===== src/pkg/pesl_pkg.sv =====
package pesl_pkg;
    // register indices; byte address is four times the index
    localparam logic [29:0] IDX_SUMMARY = 30'h0000_4010;
    localparam logic [29:0] IDX_ST_PWR = 30'h0000_4012;
    localparam logic [29:0] IDX_ST_LIN = 30'h0000_4013;
    localparam logic [29:0] IDX_ST_CNV = 30'h0000_4014;
    localparam logic [29:0] IDX_MASK = 30'h0000_4018;
    localparam logic [29:0] IDX_SUM_CLR = 30'h0000_4019;

    localparam int NWORDS = 3;
    localparam int WPWR = 0;
    localparam int WLIN = 1;
    localparam int WCNV = 2;

    // power and memory word
    localparam int B_NVM_DONE = 5;
    localparam int B_NVM_FAIL = 4;
    localparam int B_POR = 2;
    localparam int B_SLEEP_OFF = 1;
    localparam int B_ON = 0;
    // converter and crystal word
    localparam int B_HC1 = 8;
    localparam int B_HC2 = 9;
    localparam int B_XTAL_START = 7;
    localparam int B_XTAL_TAMPER = 6;
    localparam int B_CNV_UV0 = 0;
    localparam int N_LIN = 10;
    localparam int N_CNV = 4;

    localparam logic [15:0] IMPL_PWR = 16'h0037;
    localparam logic [15:0] IMPL_LIN = 16'h03ff;
    localparam logic [15:0] IMPL_CNV = 16'h03cf;
    localparam logic [15:0] BOTH_CNV = 16'h0040;
    localparam logic [15:0] FLAG_RST = 16'h0000;

    // summary / mask word
    localparam int S_PS = 15;
    localparam int S_XTAL = 5;
    localparam int S_NVM = 4;
    localparam int S_HC = 1;
    localparam int S_UV = 0;
    localparam logic [15:0] IMPL_SUM = 16'h8033;
    localparam logic [15:0] MASK_RST = 16'h8033;

    localparam logic [1:0] RESP_OKAY = 2'h0;
    localparam logic [1:0] RESP_SLVERR = 2'h2;
endpackage


===== src/verilog/pesl_edge_bank.sv =====
module pesl_edge_bank #(
    parameter int W = 16,
    parameter logic [W-1:0] BOTH = '0
) (
    input wire logic clock_i,
    input wire logic rst_i,
    input wire logic [W-1:0] level_i,
    output logic [W-1:0] pulse_o
);
    logic [W-1:0] prev_ff;

    always_ff @(posedge clock_i) begin
        if (rst_i) begin
            prev_ff <= '0;
        end else begin
            prev_ff <= level_i;
        end
    end

    // a source already high at release counts as a rising edge
    genvar i;
    generate
        for (i = 0; i < W; i++) begin : g_bit
            if (BOTH[i]) begin : g_any
                assign pulse_o[i] = level_i[i] ^ prev_ff[i];
            end else begin : g_rise
                assign pulse_o[i] = level_i[i] & ~prev_ff[i];
            end
        end
    endgenerate
endmodule


===== src/verilog/pesl_axil_slave.sv =====
module pesl_axil_slave (
    input wire logic clock_i,
    input wire logic rst_i,
    input wire logic [31:0] awaddr_i,
    input wire logic awvalid_i,
    output logic awready_o,
    input wire logic [31:0] wdata_i,
    input wire logic [3:0] wstrb_i,
    input wire logic wvalid_i,
    output logic wready_o,
    output logic [1:0] bresp_o,
    output logic bvalid_o,
    input wire logic bready_i,
    input wire logic [31:0] araddr_i,
    input wire logic arvalid_i,
    output logic arready_o,
    output logic [31:0] rdata_o,
    output logic [1:0] rresp_o,
    output logic rvalid_o,
    input wire logic rready_i,
    output logic wr_go_o,
    output logic [29:0] wr_idx_o,
    output logic [31:0] wr_data_o,
    output logic [3:0] wr_strb_o,
    input wire logic wr_ok_i,
    output logic [29:0] rd_idx_o,
    input wire logic [31:0] rd_data_i,
    input wire logic rd_ok_i
);
    logic aw_ff;
    logic w_ff;
    logic [29:0] awidx_ff;
    logic [31:0] wdata_ff;
    logic [3:0] wstrb_ff;
    logic bvalid_ff;
    logic [1:0] bresp_ff;
    logic rvalid_ff;
    logic [31:0] rdata_ff;
    logic [1:0] rresp_ff;
    wire aw_take = awvalid_i & awready_o;
    wire w_take = wvalid_i & wready_o;
    wire ar_take = arvalid_i & arready_o;

    assign awready_o = ~aw_ff & ~bvalid_ff;
    assign wready_o = ~w_ff & ~bvalid_ff;
    assign arready_o = ~rvalid_ff;
    assign wr_go_o = aw_ff & w_ff & ~bvalid_ff;
    assign wr_idx_o = awidx_ff;
    assign wr_data_o = wdata_ff;
    assign wr_strb_o = wstrb_ff;
    assign rd_idx_o = araddr_i[31:2];
    assign bvalid_o = bvalid_ff;
    assign bresp_o = bresp_ff;
    assign rvalid_o = rvalid_ff;
    assign rresp_o = rresp_ff;
    assign rdata_o = rdata_ff;

    always_ff @(posedge clock_i) begin
        if (rst_i) begin
            aw_ff <= 1'b0;
            w_ff <= 1'b0;
            awidx_ff <= '0;
            wdata_ff <= '0;
            wstrb_ff <= '0;
            bvalid_ff <= 1'b0;
            bresp_ff <= pesl_pkg::RESP_OKAY;
        end else begin
            if (aw_take) begin
                aw_ff <= 1'b1;
                awidx_ff <= awaddr_i[31:2];
            end
            if (w_take) begin
                w_ff <= 1'b1;
                wdata_ff <= wdata_i;
                wstrb_ff <= wstrb_i;
            end
            if (wr_go_o) begin
                aw_ff <= 1'b0;
                w_ff <= 1'b0;
                bvalid_ff <= 1'b1;
                bresp_ff <= wr_ok_i ? pesl_pkg::RESP_OKAY : pesl_pkg::RESP_SLVERR;
            end else if (bvalid_ff & bready_i) begin
                bvalid_ff <= 1'b0;
            end
        end
    end

    always_ff @(posedge clock_i) begin
        if (rst_i) begin
            rvalid_ff <= 1'b0;
            rdata_ff <= '0;
            rresp_ff <= pesl_pkg::RESP_OKAY;
        end else if (ar_take) begin
            rvalid_ff <= 1'b1;
            rdata_ff <= rd_ok_i ? rd_data_i : 32'h0000_0000;
            rresp_ff <= rd_ok_i ? pesl_pkg::RESP_OKAY : pesl_pkg::RESP_SLVERR;
        end else if (rvalid_ff & rready_i) begin
            rvalid_ff <= 1'b0;
        end
    end
endmodule


===== src/verilog/pesl_event_latches.sv =====
module pesl_event_latches (
    input wire logic clock_i,
    input wire logic rst_i,
    input wire logic [31:0] s_axi_awaddr_i,
    input wire logic s_axi_awvalid_i,
    output logic s_axi_awready_o,
    input wire logic [31:0] s_axi_wdata_i,
    input wire logic [3:0] s_axi_wstrb_i,
    input wire logic s_axi_wvalid_i,
    output logic s_axi_wready_o,
    output logic [1:0] s_axi_bresp_o,
    output logic s_axi_bvalid_o,
    input wire logic s_axi_bready_i,
    input wire logic [31:0] s_axi_araddr_i,
    input wire logic s_axi_arvalid_i,
    output logic s_axi_arready_o,
    output logic [31:0] s_axi_rdata_o,
    output logic [1:0] s_axi_rresp_o,
    output logic s_axi_rvalid_o,
    input wire logic s_axi_rready_i,
    input wire logic nvm_done_i,
    input wire logic nvm_fail_i,
    input wire logic power_on_reset_i,
    input wire logic enter_sleep_or_off_i,
    input wire logic enter_on_i,
    input wire logic [9:0] linear_reg_uv_i,
    input wire logic [3:0] converter_uv_i,
    input wire logic [1:0] converter_hc_i,
    input wire logic crystal_start_fail_i,
    input wire logic crystal_tamper_i,
    output logic [15:0] status_power_and_memory_o,
    output logic [15:0] status_linear_undervoltage_o,
    output logic [15:0] status_converter_and_crystal_o,
    output logic [15:0] summary_o,
    output logic irq_o
);
    logic [15:0] level_pwr;
    logic [15:0] level_lin;
    logic [15:0] level_cnv;
    logic [15:0] pulse_pwr;
    logic [15:0] pulse_lin;
    logic [15:0] pulse_cnv;
    logic [15:0] set_w [pesl_pkg::NWORDS];
    logic [15:0] clr_w [pesl_pkg::NWORDS];
    logic [15:0] impl_w [pesl_pkg::NWORDS];
    logic [15:0] flag_ff [pesl_pkg::NWORDS];
    logic [15:0] nxt_flag [pesl_pkg::NWORDS];
    logic [15:0] mask_ff;
    logic [15:0] summary;
    logic [15:0] sum_clr;
    logic [15:0] wr_bits;
    logic wr_go;
    logic [29:0] wr_idx;
    logic [31:0] wr_data;
    logic [3:0] wr_strb;
    logic wr_ok;
    logic [29:0] rd_idx;
    logic [31:0] rd_data;
    logic rd_ok;

    pesl_axil_slave u_bus (
        .clock_i(clock_i),
        .rst_i(rst_i),
        .awaddr_i(s_axi_awaddr_i),
        .awvalid_i(s_axi_awvalid_i),
        .awready_o(s_axi_awready_o),
        .wdata_i(s_axi_wdata_i),
        .wstrb_i(s_axi_wstrb_i),
        .wvalid_i(s_axi_wvalid_i),
        .wready_o(s_axi_wready_o),
        .bresp_o(s_axi_bresp_o),
        .bvalid_o(s_axi_bvalid_o),
        .bready_i(s_axi_bready_i),
        .araddr_i(s_axi_araddr_i),
        .arvalid_i(s_axi_arvalid_i),
        .arready_o(s_axi_arready_o),
        .rdata_o(s_axi_rdata_o),
        .rresp_o(s_axi_rresp_o),
        .rvalid_o(s_axi_rvalid_o),
        .rready_i(s_axi_rready_i),
        .wr_go_o(wr_go),
        .wr_idx_o(wr_idx),
        .wr_data_o(wr_data),
        .wr_strb_o(wr_strb),
        .wr_ok_i(wr_ok),
        .rd_idx_o(rd_idx),
        .rd_data_i(rd_data),
        .rd_ok_i(rd_ok)
    );

    // place each source at the bit position of its flag
    always_comb begin
        level_pwr = 16'h0000;
        level_pwr[pesl_pkg::B_NVM_DONE] = nvm_done_i;
        level_pwr[pesl_pkg::B_NVM_FAIL] = nvm_fail_i;
        level_pwr[pesl_pkg::B_POR] = power_on_reset_i;
        level_pwr[pesl_pkg::B_SLEEP_OFF] = enter_sleep_or_off_i;
        level_pwr[pesl_pkg::B_ON] = enter_on_i;
    end

    always_comb begin
        level_lin = 16'h0000;
        level_lin[pesl_pkg::N_LIN-1:0] = linear_reg_uv_i;
    end

    always_comb begin
        level_cnv = 16'h0000;
        level_cnv[pesl_pkg::B_CNV_UV0+:pesl_pkg::N_CNV] = converter_uv_i;
        level_cnv[pesl_pkg::B_HC1] = converter_hc_i[0];
        level_cnv[pesl_pkg::B_HC2] = converter_hc_i[1];
        level_cnv[pesl_pkg::B_XTAL_START] = crystal_start_fail_i;
        level_cnv[pesl_pkg::B_XTAL_TAMPER] = crystal_tamper_i;
    end

    pesl_edge_bank #(
        .W(16),
        .BOTH(16'h0000)
    ) u_edge_pwr (
        .clock_i(clock_i),
        .rst_i(rst_i),
        .level_i(level_pwr),
        .pulse_o(pulse_pwr)
    );

    pesl_edge_bank #(
        .W(16),
        .BOTH(16'h0000)
    ) u_edge_lin (
        .clock_i(clock_i),
        .rst_i(rst_i),
        .level_i(level_lin),
        .pulse_o(pulse_lin)
    );

    // tamper is flagged on any change, not only on assertion
    pesl_edge_bank #(
        .W(16),
        .BOTH(pesl_pkg::BOTH_CNV)
    ) u_edge_cnv (
        .clock_i(clock_i),
        .rst_i(rst_i),
        .level_i(level_cnv),
        .pulse_o(pulse_cnv)
    );

    // register decode
    wire wr_pwr = wr_go & (wr_idx == pesl_pkg::IDX_ST_PWR);
    wire wr_lin = wr_go & (wr_idx == pesl_pkg::IDX_ST_LIN);
    wire wr_cnv = wr_go & (wr_idx == pesl_pkg::IDX_ST_CNV);
    wire wr_mask = wr_go & (wr_idx == pesl_pkg::IDX_MASK);
    wire wr_sclr = wr_go & (wr_idx == pesl_pkg::IDX_SUM_CLR);
    wire wr_sum = wr_go & (wr_idx == pesl_pkg::IDX_SUMMARY);
    assign wr_ok = wr_pwr | wr_lin | wr_cnv | wr_mask | wr_sclr | wr_sum;

    // byte enables gate which half of the 16-bit word is touched
    assign wr_bits = wr_data[15:0] & {{8{wr_strb[1]}}, {8{wr_strb[0]}}};
    assign sum_clr = wr_sclr ? wr_bits : 16'h0000;

    // a summary clear wipes every flag of its group
    wire clr_ps = sum_clr[pesl_pkg::S_PS];
    wire clr_nvm = sum_clr[pesl_pkg::S_NVM];
    wire clr_hc = sum_clr[pesl_pkg::S_HC];
    wire clr_uv = sum_clr[pesl_pkg::S_UV];
    wire clr_xt = sum_clr[pesl_pkg::S_XTAL];

    wire [15:0] grp_pwr = {10'h000, {2{clr_nvm}}, 1'b0, {3{clr_ps}}};
    wire [15:0] grp_lin = {16{clr_uv}};
    wire [15:0] grp_cnv = {6'h00, {2{clr_hc}}, {2{clr_xt}}, 2'h0, {4{clr_uv}}};

    assign impl_w[pesl_pkg::WPWR] = pesl_pkg::IMPL_PWR;
    assign impl_w[pesl_pkg::WLIN] = pesl_pkg::IMPL_LIN;
    assign impl_w[pesl_pkg::WCNV] = pesl_pkg::IMPL_CNV;
    assign set_w[pesl_pkg::WPWR] = pulse_pwr;
    assign set_w[pesl_pkg::WLIN] = pulse_lin;
    assign set_w[pesl_pkg::WCNV] = pulse_cnv;
    assign clr_w[pesl_pkg::WPWR] = (wr_pwr ? wr_bits : 16'h0000) | grp_pwr;
    assign clr_w[pesl_pkg::WLIN] = (wr_lin ? wr_bits : 16'h0000) | grp_lin;
    assign clr_w[pesl_pkg::WCNV] = (wr_cnv ? wr_bits : 16'h0000) | grp_cnv;

    // unused bits are held low so they never read back as set
    genvar w;
    generate
        for (w = 0; w < pesl_pkg::NWORDS; w++) begin : g_word
            // set beats a same-cycle clear, so no event is lost
            assign nxt_flag[w] = (set_w[w] | (flag_ff[w] & ~clr_w[w])) & impl_w[w];
            always_ff @(posedge clock_i) begin
                if (rst_i) begin
                    flag_ff[w] <= pesl_pkg::FLAG_RST;
                end else begin
                    flag_ff[w] <= nxt_flag[w];
                end
            end
        end
    endgenerate

    wire [15:0] st_pwr = flag_ff[pesl_pkg::WPWR];
    wire [15:0] st_lin = flag_ff[pesl_pkg::WLIN];
    wire [15:0] st_cnv = flag_ff[pesl_pkg::WCNV];

    // summary bits are live ORs, so clearing the flags drops them
    always_comb begin
        summary = 16'h0000;
        summary[pesl_pkg::S_PS] = |st_pwr[2:0];
        summary[pesl_pkg::S_NVM] = |st_pwr[5:4];
        summary[pesl_pkg::S_HC] = |st_cnv[9:8];
        summary[pesl_pkg::S_UV] = (|st_lin[9:0]) | (|st_cnv[3:0]);
        summary[pesl_pkg::S_XTAL] = |st_cnv[7:6];
    end

    // mask of one blocks the group from the interrupt line
    always_ff @(posedge clock_i) begin
        if (rst_i) begin
            mask_ff <= pesl_pkg::MASK_RST;
        end else if (wr_mask) begin
            mask_ff <= ((mask_ff & ~{{8{wr_strb[1]}}, {8{wr_strb[0]}}}) | wr_bits)
                & pesl_pkg::IMPL_SUM;
        end
    end

    // read mux; clear register reads zero
    wire rd_sum = rd_idx == pesl_pkg::IDX_SUMMARY;
    wire rd_pwr = rd_idx == pesl_pkg::IDX_ST_PWR;
    wire rd_lin = rd_idx == pesl_pkg::IDX_ST_LIN;
    wire rd_cnv = rd_idx == pesl_pkg::IDX_ST_CNV;
    wire rd_msk = rd_idx == pesl_pkg::IDX_MASK;
    wire rd_clr = rd_idx == pesl_pkg::IDX_SUM_CLR;
    assign rd_ok = rd_sum | rd_pwr | rd_lin | rd_cnv | rd_msk | rd_clr;
    wire [15:0] rd_word = rd_sum ? summary :
                          rd_pwr ? st_pwr :
                          rd_lin ? st_lin :
                          rd_cnv ? st_cnv :
                          rd_msk ? mask_ff : 16'h0000;
    assign rd_data = {16'h0000, rd_word};

    logic irq_ff;
    always_ff @(posedge clock_i) begin
        if (rst_i) begin
            irq_ff <= 1'b0;
        end else begin
            irq_ff <= |(summary & ~mask_ff);
        end
    end

    assign status_power_and_memory_o = st_pwr;
    assign status_linear_undervoltage_o = st_lin;
    assign status_converter_and_crystal_o = st_cnv;
    assign summary_o = summary;
    assign irq_o = irq_ff;
endmodule


===== config.mk =====
export PLATFORM = sky130hd
export DESIGN_NAME = pesl_event_latches
export DESIGN_NICKNAME = d
export VERILOG_FILES = /design/src/pkg/pesl_pkg.sv /design/src/verilog/pesl_edge_bank.sv /design/src/verilog/pesl_axil_slave.sv /design/src/verilog/pesl_event_latches.sv
export SDC_FILE = /design/constraint.sdc
export NUM_CORES = 1
export LEC_CHECK = 0
export BUFFER_PORTS_ARGS = -buffer_cell sky130_fd_sc_hd__buf_4
export CELL_PAD_IN_SITES_DETAIL_PLACEMENT = 0
export CELL_PAD_IN_SITES_GLOBAL_PLACEMENT = 2
export CORE_UTILIZATION = 27
export CTS_CLUSTER_SIZE = 12
export DETAILED_ROUTE_END_ITERATION = 16
export PLACE_DENSITY = 0.86
export SLEW_MARGIN = 20
export SYNTH_ARGS = -nofsm -noshare
export SYNTH_HDL_FRONTEND = slang
export SYNTH_SLANG_ARGS = --single-unit

===== constraint.sdc =====
create_clock -name clock_i -period 4.9 [get_ports clock_i]
set_input_delay 0.735 -clock clock_i [delete_from_list [all_inputs] [get_ports clock_i]]
set_output_delay 0.735 -clock clock_i [all_outputs]
set_load 0.005 [all_outputs]

==> out/qor.csv <==
metric,value,unit
status,"finished, violations left",
failing checks,DRC,
compound-cell area share of the yosys netlist,17.0,%
Synth Area in Adders,0,%
count of cell types in the netlist,62,
xor and xnor fraction of the mapped netlist area,0.171,%
fmax,0.376,GHz
largest net degree at the start of global routing,79,
initial antenna violation count,0,
skew final,0.00843,ns
critical path arrival,2.88,ns
Detail Route Antenna Nets,0,
final worst path period share,54.3,%
total CTS buffers,9,
Worst setup SP type,flop,
layout cells sized above 1,24.5,%
peak supply drop,0.000179,V
max_slew headroom,34.0,%
"top cells by area, synth","dfxtp_1 44%, buf_4 8.6%, nand2_1 8.2%",
internal power,1.53,mW
WL/cell,15.4,um
CTS tree,yes,
DR pass1 iterations,12,
TritonCTS sink count,112,
Post-CTS Setup Bufs,0,
Final Setup Violations,0,
FF-to-FF setup slack,2.24,ns
vias in the first global route,4259,
root buf cell,clkbuf_16,
hold buffers post-CTS,0,
Yosys reg bits,112,
simple logic cell fraction of the synthesized area,25.3,%
register area share after synthesis,43.8,%
largest family of logic cells by synthesized area,simple AND/OR/NAND/NOR gates,
"Cell Area, Placed",0.00620,mm2
area of the core,0.0186,mm2
worst path bufs/invs,0,
final setup TNS,0,ns
critical path class,flop to flop,
critical path data required time,5.12,ns
count of final hold-check violations,0,
drt drc,1,
Global Route Usage Sum,15.4,%
combinational share of power,14.0,%
Final Non-Filler Cells,989,
Hold Crit Start,u_bus.rdata_o[8]$_SDFFE_PP0P_,
register area,0.00224,mm2
mux cell area share after synthesis,0.415,%
Async SR Flop Fraction,0,%
Sw Ratio,26.7,%
Final nets,880,
Longest Clk Path Bufs,2,
crit path capture type,flop,
Ys Warns,0,
n_diodes,0,
cell count after synthesis,618,
Hold EP,u_bus.rdata_o[8]$_SDFFE_PP0P_,
area delta synth->final,27.1,%
Ports,236,
sequential share of power,49.4,%
post_cts resized,0,
Tmin final,2.66,ns
worst path cell trace,nor4b_1 > nand4_1 > nand3b_1 > o21ai_2 > o2bb2ai_1,
Leak,2.69,nW
GPL Wtd Cong,0.825,
initial core utilization,27.5,%
fin util,34.9,%
Final Max Tran Viols,0,
CP Max Fanout,14,
Hold Crit Class,flop to flop,
synthesized area,0.00512,mm2
"Reg clk slew, reported paths",0.08,ns
drt total wl,15200,um
Least-Margin Pin Slew,0.988,ns
first-pass GRT wire length,23300,um
# fillers,2020,
# H-tree levels,3,
maxcap violations,0,
CP max stage cell,o21ai_2,
power density over the cells,320,mW/mm2
area of the multi-input gates,0.00242,mm2
Yosys top cell area share,43.8,%
Vias per Instance,4.59,
GRT overflow,0,
ys flop type,dfxtp_1,
FP Rows,50,
routed vias,4541,
P_sw,0.556,mW
DP Worst Slack,2.21,ns
clk_lat worst skew,0.35,ns
Reg-to-Reg End,flag_ff[1][9]$_SDFF_PP0_,
Critical R2R Launch,u_bus.wr_idx_o[12]$_SDFFE_PP0P_,
die area,0.0195,mm2
final setup margin,2.24,ns
die height,140,um
final instance area,0.00651,mm2
number of port buffers,149,
Critical Path Max Stage Delay,0.78,ns
Initial DRC Count,227,
Synth area leader,dfxtp_1,
WHS,0.454,ns
Clock Power Share,36.6,%
Worst R2R Path Depth,5,
family with the most delay on the worst path,simple AND/OR/NAND/NOR gates,
Post-synth EDFFs,0,
die width,140,um
RSZ-0062 raised after global routing,false,
# placed instances,973,
power after layout,2.08,mW
mean area per synthesized cell,8.29,um2
hpwl dp,11300,um
hold depth,2,
==> area by class of cell <==
class | instances | share of cell area (%)
multi-input combinational | 446 | 37.2
sequential | 112 | 34.4
timing repair buffer | 151 | 17.4
tap | 234 | 4.50
clock buffer | 11 | 3.73
inverter | 30 | 1.73
clock inverter | 5 | 0.961
==> tightest hold or removal path: cells and delay by family, from the launching register on <==
family | cells | cell delay [ns]
compound gates | 1 | 0.05
simple gates | 1 | 0.05
flops | 1 | 0.33
==> synthesized netlist by cell type (3+ instances only) <==
cell	n
clkbuf_1	21
and2_1	3
o31ai_1	8
a21oi_1	48
or2_2	4
nand3_1	9
nor3_1	8
nor2_1	20
dfxtp_1	112
a31oi_1	4
a32o_1	6
a22oi_1	6
inv_1	29
nand2_1	112
buf_4	59
nand4_1	22
nor4_1	11
a22o_1	4
nor2b_1	28
and3_1	5
o211ai_1	5
o2bb2ai_1	15
buf_1	4
nand2b_1	5
o21ai_0	22
nor4b_1	4
==> cell usage in the layout, fill, tap and decap left out, types with 4 or more instances in the layout <==
| cell | count |
|---|---|
| dfxtp_1 | 112 |
| conb_1 | 59 |
| a22oi_1 | 6 |
| nand3_1 | 9 |
| a22o_1 | 4 |
| a31oi_1 | 4 |
| nor2_1 | 20 |
| nor2b_1 | 28 |
| nand2_1 | 112 |
| or2_2 | 4 |
| o21ai_0 | 22 |
| o31ai_1 | 8 |
| buf_4 | 151 |
| o2bb2ai_1 | 15 |
| a21oi_1 | 48 |
| nor3_1 | 8 |
| o211ai_1 | 5 |
| inv_1 | 29 |
| nor4b_1 | 4 |
| nand4_1 | 22 |
| clkbuf_16 | 9 |
| a32o_1 | 6 |
| nand2b_1 | 5 |
| and3_1 | 5 |
| nor4_1 | 11 |
==> worst max-delay path by stage <==
stage / from / to / slack, ns / cells past startpoint
final: u_bus.wr_idx_o[12]$_SDFFE_PP0P_ / flag_ff[1][9]$_SDFF_PP0_ / 2.24 / 5
after global routing: u_bus.wr_idx_o[12]$_SDFFE_PP0P_ / flag_ff[1][9]$_SDFF_PP0_ / 1.94 / 5
after CTS: u_bus.wr_idx_o[12]$_SDFFE_PP0P_ / flag_ff[1][9]$_SDFF_PP0_ / 2.18 / 5
after detailed placement: u_bus.wr_idx_o[12]$_SDFFE_PP0P_ / flag_ff[1][9]$_SDFF_PP0_ / 2.21 / 5
after global placement: u_bus.wr_idx_o[12]$_SDFFE_PP0P_ / flag_ff[1][8]$_SDFF_PP0_ / 1.91 / 5
after floorplan: s_axi_araddr_i[7] / u_bus.rdata_o[1]$_SDFFE_PP0P_ / 2.64 / 5
==> state kept, by name, indices dropped and copies added, names as in the netlist, named ones only <==
| signal | flops |
|---|---|
| irq_o | 1 |
| u_bus.wr_strb_o | 2 |
| u_bus.bvalid_o | 1 |
| u_edge_cnv.prev_ff | 8 |
| u_edge_lin.prev_ff | 10 |
| u_bus.bresp_o | 1 |
| u_edge_pwr.prev_ff | 5 |
| flag_ff | 23 |
| u_bus.rvalid_o | 1 |
| u_bus.rresp_o | 1 |
| u_bus.rdata_o | 11 |
| u_bus.w_ff | 1 |
| u_bus.aw_ff | 1 |
| u_bus.wr_data_o | 11 |
| u_bus.wr_idx_o | 30 |
==> cell families after synthesis <==
group / count (synthesis)
compound gates: 134
flops: 112
mux: 2
simple gates: 250
buf+inv: 118
xor+xnor: 1
other cells: 1
==> routing by layer <==
layer	global-route usage (%)	vias up	wire (um)
li1	-	2280	-
met1	19.9	2100	7000
met2	24.9	144	7060
met3	4.09	17	931
met4	4.68	0	211
met5	0	-	0
==> power by group through the flow <==
stage | Clock [mW] | Combinational (mW) | Sequential, mW
after detailed placement | 0 | 0.293 | 1.05
final | 0.764 | 0.291 | 1.03
after CTS | 0.787 | 0.294 | 1.03
after floorplan | 0 | 0.188 | 1.02
after global routing | 0.825 | 0.326 | 1.04
after global placement | 0 | 0.292 | 1.05
(Power assumes the default switching activity.)
